[src/rtl/uec_pkg.sv]
`default_nettype none

package uec_pkg;

  // ------------------------------------------------------------
  // Endpoint 0 states
  // ------------------------------------------------------------
  typedef enum logic [2:0] {
    UEC_IDLE = 3'h1,
    UEC_TX   = 3'h2,
    UEC_RX   = 3'h4
  } uec_state_e;

  // ------------------------------------------------------------
  // Control/status write and request type field positions
  // ------------------------------------------------------------
  localparam int UEC_BIT_TX_READY = 1;
  localparam int UEC_BIT_STALL_CLR = 2;
  localparam int UEC_BIT_DATA_END = 3;
  localparam int UEC_BIT_STALL_REQ = 5;
  localparam int UEC_BIT_RX_SERVICED = 6;
  localparam int UEC_BIT_END_SERVICED = 7;
  localparam int UEC_BIT_REQ_DIR_IN = 7;

  // ------------------------------------------------------------
  // Sizes and reset values
  // ------------------------------------------------------------
  localparam logic [6:0] UEC_SETUP_LEN = 7'h08;
  localparam logic [6:0] UEC_MAX_PKT = 7'h40;
  localparam logic [6:0] UEC_COUNT_RST = 7'h00;
  localparam logic [6:0] UEC_ADDR_RST = 7'h00;

endpackage

`default_nettype wire
[src/rtl/uec_ep0_ctrl.sv]
// Operation
// - Received packet sets rx ready, interrupts
// - Status stage raises completion interrupt
// - Stall request stalls next IN or OUT token, flags
// - OUT after data end is stalled
// - Byte count of received packet readable
// - Sent packet clears tx ready, interrupts
// - IN after data end is stalled
// - Three states, idle after reset
// - Decode request, switch FIFO direction
// - Early transfer end sets premature flag
// - Request length picks idle, request type picks rx or tx
// - Serviced bit clears rx ready
// - Setup not eight bytes is rejected
// - End-serviced bit clears premature flag
`timescale 1ns/100ps
`default_nettype none

module uec_ep0_ctrl
  import uec_pkg::*;
(
  input wire logic core_clk,
  input wire logic reset,
  input wire logic link_setup,
  input wire logic link_out,
  input wire logic [6:0] link_len,
  input wire logic [7:0] link_req_type,
  input wire logic [15:0] link_req_length,
  input wire logic link_in_token,
  input wire logic link_tx_done,
  input wire logic fw_csr_we,
  input wire logic [7:0] fw_csr_wdata,
  input wire logic fw_addr_we,
  input wire logic [6:0] fw_addr,
  input wire logic fw_int_ack,
  input wire logic ep0_int_en,
  output logic rx_packet_ready,
  output logic tx_packet_ready,
  output logic stall_sent_flag,
  output logic premature_end_flag,
  output logic data_phase_end,
  output logic stall_request,
  output logic [6:0] ep0_rx_byte_count,
  output logic [6:0] function_address,
  output logic [2:0] ep0_state,
  output logic fifo_dir_in,
  output logic hs_ack,
  output logic hs_nak,
  output logic hs_stall,
  output logic tx_send,
  output logic tx_zero_len,
  output logic ep0_int
);

  // ------------------------------------------------------------
  // State
  // ------------------------------------------------------------
  uec_state_e st, next_st;
  logic next_rx_packet_ready, next_tx_packet_ready, next_stall_sent_flag;
  logic next_premature_end_flag, next_data_phase_end, next_stall_request;
  logic [6:0] next_ep0_rx_byte_count, next_function_address;
  logic next_fifo_dir_in, next_hs_ack, next_hs_nak, next_hs_stall;
  logic next_tx_send, next_tx_zero_len, next_ep0_int;
  logic status_wait, next_status_wait;
  logic status_in, next_status_in;
  logic req_dir_in, next_req_dir_in;
  logic req_has_data, next_req_has_data;
  logic irq_pend, next_irq_pend;
  logic do_stall, do_prem, do_int;

  function automatic logic wbit(input logic [7:0] d, input int pos);
    return fw_csr_we && d[pos];
  endfunction

  // ------------------------------------------------------------
  // Next-state logic
  // ------------------------------------------------------------
  always_comb begin
    next_st = st;
    next_rx_packet_ready = rx_packet_ready;
    next_tx_packet_ready = tx_packet_ready;
    next_stall_sent_flag = stall_sent_flag;
    next_premature_end_flag = premature_end_flag;
    next_data_phase_end = data_phase_end;
    next_stall_request = stall_request;
    next_ep0_rx_byte_count = ep0_rx_byte_count;
    next_function_address = function_address;
    next_fifo_dir_in = fifo_dir_in;
    next_status_wait = status_wait;
    next_status_in = status_in;
    next_req_dir_in = req_dir_in;
    next_req_has_data = req_has_data;
    next_irq_pend = irq_pend;
    next_hs_ack = 1'b0;
    next_hs_nak = 1'b0;
    next_hs_stall = 1'b0;
    next_tx_send = 1'b0;
    next_tx_zero_len = 1'b0;
    do_stall = 1'b0;
    do_prem = 1'b0;
    do_int = 1'b0;

    // Firmware side first, so link events below win over its clears
    if (fw_addr_we) begin
      next_function_address = fw_addr;
    end
    if (fw_int_ack) begin
      next_irq_pend = 1'b0;
    end
    if (wbit(fw_csr_wdata, UEC_BIT_STALL_CLR)) begin
      next_stall_sent_flag = 1'b0;
    end
    if (wbit(fw_csr_wdata, UEC_BIT_END_SERVICED)) begin
      next_premature_end_flag = 1'b0;
    end
    if (wbit(fw_csr_wdata, UEC_BIT_STALL_REQ)) begin
      next_stall_request = 1'b1;
    end
    if (wbit(fw_csr_wdata, UEC_BIT_TX_READY)) begin
      next_tx_packet_ready = 1'b1;
    end
    if (wbit(fw_csr_wdata, UEC_BIT_DATA_END)) begin
      next_data_phase_end = 1'b1;
    end
    if (wbit(fw_csr_wdata, UEC_BIT_RX_SERVICED)) begin
      next_rx_packet_ready = 1'b0;
      if (st == UEC_IDLE && rx_packet_ready && !status_wait) begin
        if (req_has_data && !fw_csr_wdata[UEC_BIT_DATA_END]) begin
          // Direction flips without firmware help
          next_st = req_dir_in ? UEC_TX : UEC_RX;
          next_fifo_dir_in = req_dir_in;
        end else begin
          next_status_wait = 1'b1;
          next_status_in = 1'b1;
        end
      end else if (st == UEC_RX && fw_csr_wdata[UEC_BIT_DATA_END]) begin
        next_st = UEC_IDLE;
        next_status_wait = 1'b1;
        next_status_in = 1'b1;
      end
    end

    // Link side
    if (link_setup) begin
      if (link_len == UEC_SETUP_LEN) begin
        if (st != UEC_IDLE || status_wait) begin
          do_prem = 1'b1;
        end
        next_st = UEC_IDLE;
        next_status_wait = 1'b0;
        next_data_phase_end = 1'b0;
        next_stall_request = 1'b0;
        next_tx_packet_ready = 1'b0;
        next_fifo_dir_in = 1'b0;
        next_rx_packet_ready = 1'b1;
        next_ep0_rx_byte_count = link_len;
        next_req_dir_in = link_req_type[UEC_BIT_REQ_DIR_IN];
        next_req_has_data = link_req_length != 16'h0000;
        next_hs_ack = 1'b1;
        do_int = 1'b1;
      end
    end else if (link_out) begin
      if (stall_request) begin
        do_stall = 1'b1;
      end else if (status_wait && !status_in) begin
        if (link_len != 7'h00) begin
          do_stall = 1'b1;
        end else begin
          next_hs_ack = 1'b1;
          next_status_wait = 1'b0;
          next_data_phase_end = 1'b0;
          do_int = 1'b1;
        end
      end else if (st == UEC_TX) begin
        do_prem = 1'b1;
      end else if (data_phase_end) begin
        do_stall = 1'b1;
      end else if (st == UEC_RX) begin
        if (link_len > UEC_MAX_PKT) begin
          do_stall = 1'b1;
        end else if (rx_packet_ready && !wbit(fw_csr_wdata, UEC_BIT_RX_SERVICED)) begin
          next_hs_nak = 1'b1; // Previous packet still unread
        end else begin
          next_rx_packet_ready = 1'b1;
          next_ep0_rx_byte_count = link_len;
          next_hs_ack = 1'b1;
          do_int = 1'b1;
        end
      end else begin
        next_hs_nak = 1'b1;
      end
    end else if (link_in_token) begin
      if (stall_request) begin
        do_stall = 1'b1;
      end else if (status_wait && status_in) begin
        next_tx_zero_len = 1'b1;
        next_status_wait = 1'b0;
        next_data_phase_end = 1'b0;
        do_int = 1'b1;
      end else if (st == UEC_RX) begin
        do_prem = 1'b1;
      end else if (st == UEC_TX && tx_packet_ready) begin
        next_tx_send = 1'b1;
      end else if (data_phase_end) begin
        do_stall = 1'b1;
      end else begin
        next_hs_nak = 1'b1;
      end
    end

    if (link_tx_done) begin
      next_tx_packet_ready = 1'b0;
      do_int = 1'b1;
      if (data_phase_end) begin
        next_st = UEC_IDLE;
        next_status_wait = 1'b1;
        next_status_in = 1'b0;
      end
    end

    // Abort paths leave the endpoint in idle
    if (do_stall) begin
      next_hs_stall = 1'b1;
      next_stall_sent_flag = 1'b1;
      next_stall_request = 1'b0;
      next_st = UEC_IDLE;
      next_status_wait = 1'b0;
      next_data_phase_end = 1'b0;
      next_tx_packet_ready = 1'b0;
      do_int = 1'b1;
    end
    if (do_prem) begin
      next_premature_end_flag = 1'b1;
      next_st = UEC_IDLE;
      if (!link_setup) begin
        next_status_wait = 1'b0;
        next_data_phase_end = 1'b0;
        next_tx_packet_ready = 1'b0;
      end
      do_int = 1'b1;
    end
    if (do_int) begin
      next_irq_pend = 1'b1;
    end
    next_ep0_int = next_irq_pend && ep0_int_en;
  end

  // ------------------------------------------------------------
  // Registers
  // ------------------------------------------------------------
  always_ff @(posedge core_clk or posedge reset) begin
    if (reset) begin
      st <= UEC_IDLE;
      rx_packet_ready <= 1'b0;
      tx_packet_ready <= 1'b0;
      stall_sent_flag <= 1'b0;
      premature_end_flag <= 1'b0;
      data_phase_end <= 1'b0;
      stall_request <= 1'b0;
      ep0_rx_byte_count <= UEC_COUNT_RST;
      function_address <= UEC_ADDR_RST;
      ep0_state <= UEC_IDLE;
      fifo_dir_in <= 1'b0;
      status_wait <= 1'b0;
      status_in <= 1'b0;
      req_dir_in <= 1'b0;
      req_has_data <= 1'b0;
      irq_pend <= 1'b0;
      hs_ack <= 1'b0;
      hs_nak <= 1'b0;
      hs_stall <= 1'b0;
      tx_send <= 1'b0;
      tx_zero_len <= 1'b0;
      ep0_int <= 1'b0;
    end else begin
      st <= next_st;
      rx_packet_ready <= next_rx_packet_ready;
      tx_packet_ready <= next_tx_packet_ready;
      stall_sent_flag <= next_stall_sent_flag;
      premature_end_flag <= next_premature_end_flag;
      data_phase_end <= next_data_phase_end;
      stall_request <= next_stall_request;
      ep0_rx_byte_count <= next_ep0_rx_byte_count;
      function_address <= next_function_address;
      ep0_state <= next_st;
      fifo_dir_in <= next_fifo_dir_in;
      status_wait <= next_status_wait;
      status_in <= next_status_in;
      req_dir_in <= next_req_dir_in;
      req_has_data <= next_req_has_data;
      irq_pend <= next_irq_pend;
      hs_ack <= next_hs_ack;
      hs_nak <= next_hs_nak;
      hs_stall <= next_hs_stall;
      tx_send <= next_tx_send;
      tx_zero_len <= next_tx_zero_len;
      ep0_int <= next_ep0_int;
    end
  end

  logic fw_quiet;
  assign fw_quiet = !fw_csr_we && !fw_int_ack;
endmodule

`default_nettype wire

[config.mk]
export PLATFORM = sky130hd
export DESIGN_NAME = uec_ep0_ctrl
export DESIGN_NICKNAME = d
export VERILOG_FILES = /design/src/rtl/uec_pkg.sv /design/src/rtl/uec_ep0_ctrl.sv
export SDC_FILE = /design/constraint.sdc
export NUM_CORES = 1
export LEC_CHECK = 0
export ABC_AREA = 1
export BUFFER_PORTS_ARGS = -buffer_cell sky130_fd_sc_hd__buf_4
export CORE_MARGIN = 8
export CORE_UTILIZATION = 47
export DETAILED_ROUTE_END_ITERATION = 12
export GPL_ROUTABILITY_DRIVEN = 0
export PLACE_DENSITY = 0.87
export SETUP_SLACK_MARGIN = 0.2
export SLEW_MARGIN = 20
export SYNTH_ARGS = -nofsm -noshare
export SYNTH_HDL_FRONTEND = slang
export SYNTH_SLANG_ARGS = --single-unit
[constraint.sdc]
create_clock -name core_clk -period 1.6 [get_ports core_clk]
set_input_delay 0.16 -clock core_clk [delete_from_list [all_inputs] [get_ports core_clk]]
set_output_delay 0.16 -clock core_clk [all_outputs]
set_load 0.05 [all_outputs]
==> flow_metrics.tcl <==
set metrics [dict create \
    status "finished, final reports clean" \
    ys_warn_count 0 \
    p_clk_frac 0.262 \
    cts_tree "built" \
    io_buffer_count 76 \
    cts_root_buf "clkbuf_8" \
    antenna_found_initial 0 \
    finalWirelength_um 5440 \
    critPathArrivalTime_ns 1.70 \
    max-slew-margin-rel 0.702 \
    insertion_delay_ns 0.29 \
    p_comb_frac 0.343 \
    postSynthCellCount 232 \
    synth_ff_type "dfrtp_1" \
    clock.fmax_ghz 0.676 \
    fin_area_um2 2790 \
    final_hold_viol_count 0 \
    postPlaceCellArea_um2 2550 \
    r2r_cells 10 \
    critPathMaxFanout 4 \
    globalRouteOverflowTotal 0 \
    synth_edf_count 0 \
    grt_start_max_net_pins 36 \
    path_cells "inv_4, nand2_2, nor2_2, nand2_1, nand2_1, nand2_2, nand2_2, nor2_2, nand2_1, nor2_1" \
    n_fill_cell 318 \
    grt_pass1_wl_um 8870 \
    wl_per_cell_um 14.5 \
    synth.largest_area_cell "dfrtp_1" \
    grt_pass1_vias 1937 \
    cts_max_path_buffers 2 \
    cts-htree-levels 2 \
    cpPeakStageDelay_ns 0.66 \
    clkTransAtPathRegs_ns 0.07 \
    timing.final.crit_share 0.924 \
    hold_path_class "input port to flip-flop" \
    ys_ff_latch 35 \
    ir_drop_uv 667 \
    final.setup_skew_ns 0.00608 \
    avgSynthCellArea_um2 8.15 \
    cts.sinks 35 \
    synth.net_count 288 \
    power.share.sequential 0.394 \
    slew_violations 0 \
    numCtsBuffers 5 \
    dr_total_vias 1922 \
    syn_to_final_growth_pct 47.5 \
    start_util 0.480 \
    final_nets 380 \
    top_level_ports 86 \
    die_x_um 79.4 \
    coreArea_um2 3940 \
    final_cells 375 \
    hpwl_um 4030 \
    cpMaxStageDelayCell "dfstp_4" \
    yosysSeqAreaShare 0.464 \
    min_path_cells 3 \
    rsz0062_at_grt "true" \
    total_power_mw 2.69 \
    postRouteAntennaNets 0 \
    rows 23 \
    setup_viol 0 \
    vias_per_cell 5.13 \
    ff_latch_area_um2 886 \
    power_density_nw_per_um2 963 \
    p_leak_nw 1.49 \
    drive_gt1_frac 0.474 \
    fin_setup_tns_ns 0 \
    multi_input_area_um2 980 \
    yosys.cell_types.count 32 \
    die-height_um 79.4 \
    switchingPower_mw 0.989 \
    ys_top_cells_by_area "dfrtp_1, nand2_1, nor2_1" \
    die_area_um2 6310 \
    final_common_cell "buf_4" \
    drtIter0Drc 102 \
    netSwitchingFraction 0.368 \
    maxCapViolations 0 \
    p_int_mw 1.70 \
    critPathKind "flip-flop to flip-flop" \
    placedCellCount 358 \
    endpoint_kind "flip-flop" \
    final_cell_mix "buf_4, nand2_1, nor2_1, dfrtp_1, inv_1" \
    grt_usage 0.174 \
    synthesis.area_um2 1890 \
    post-route-drc-count 0 \
    synth-async-reset-ratio 1.00 \
    synth_top_area_share 0.450 \
    largestRegisters "ep0_rx_byte_count x7, function_address x7, st x3" \
    n_antenna_cell 0 \
    start_kind "flip-flop" \
    firstDrtPassIters 4 \
    worst_pin_slew_ns 0.447 \
    fin_crit_ns 1.48 \
    worstPathRequired_ns 1.82 \
]
-- cells in the mapped netlist (2+ instances only) --
master	number
nand3_1	19
nand4_1	4
dfrtp_1	34
a21oi_1	7
inv_2	5
nand2_2	4
nor2_2	5
o21ai_2	2
mux2_2	8
nor2_4	2
nor3_1	2
nor2_1	36
nand2_1	63
nor4_1	2
nand2_4	3
inv_1	20
-- critical path: cells and delay by family, from the launching register on --
family                 cells  cell delay, ns
and+or+nand+nor            9            0.70
DFF                        1            0.66
buffers and inverters      1            0.05
-- kinds of logic (layout without fill, tap and decap cells) --
family,after synthesis,count (layout),share of synthesized area
AOI/OAI and AO/OA,15,15,0.0556
buffers and inverters,27,119,0.0575
DFF,35,35,0.464
muxes,8,8,0.0476
and+or+nand+nor,147,148,0.376
-- per-layer routing --
| layer | global-route usage | wire length, um | vias to the layer above |
|---|---|---|---|
| li1 | - | - | 932 |
| met1 | 0.197 | 2070 | 909 |
| met2 | 0.297 | 2860 | 75 |
| met3 | 0.0653 | 461 | 6 |
| met4 | 0.0444 | 50 | 0 |
| met5 | 0 | 0 | - |
-- power groups by stage --
stage / logic [mW] / registers (mW) / clock network (mW)
detailed placement: 0.895 / 1.07 / 0
CTS: 0.910 / 1.06 / 0.716
global placement: 0.879 / 1.06 / 0
floorplan: 0.322 / 1.33 / 0
finish: 0.923 / 1.06 / 0.705
global route: 0.996 / 1.07 / 0.754
-- through the flow --
step | worst slack [ns] | hold WS [ns] | utilization
2_1_floorplan | 0.109 | 0.263 | -
3_3_place_gp | 0.129 | 0.287 | 0.646
3_5_place_dp | 0.0984 | 0.293 | 0.646
4_1_cts | 0.161 | 0.0806 | 0.692
5_1_grt | 0.0312 | 0.0852 | 0.708
6_report | 0.121 | 0.0830 | 0.708
-- area by class of cell --
cell class	instances	area share
Inverter	25	0.0354
Multi-Input combinational cell	171	0.351
Sequential cell	35	0.317
Timing Repair Buffer	86	0.238
Tap cell	50	0.0224
Clock buffer	8	0.0359
-- worst paths after layout --
path,from,endpoint,slack (ns)
setup / recovery,st[0]$_DFF_PP1_,st[2]$_DFF_PP0_,0.12
hold reg to reg,ep0_rx_byte_count[4]$_DFFE_PP0P_,ep0_rx_byte_count[4]$_DFFE_PP0P_,0.48
min in group asynchronous,reset,status_in$_DFF_PP0_,0.54
setup reg to reg,st[0]$_DFF_PP1_,st[2]$_DFF_PP0_,0.12
hold / removal,ep0_int_en,ep0_int$_DFF_PP0_,0.08
max in group asynchronous,reset,st[1]$_DFF_PP0_,0.73
-- timing repair --
action	4_1_cts	5_1_grt
setup buffers	4	3
pin swaps	4	4
hold buffers	1	0
cloned	0	1
resized for setup	13	12
endpoints found under the hold margin	34	0
endpoints found under the setup margin	18	21
(Power assumes the default switching activity.)
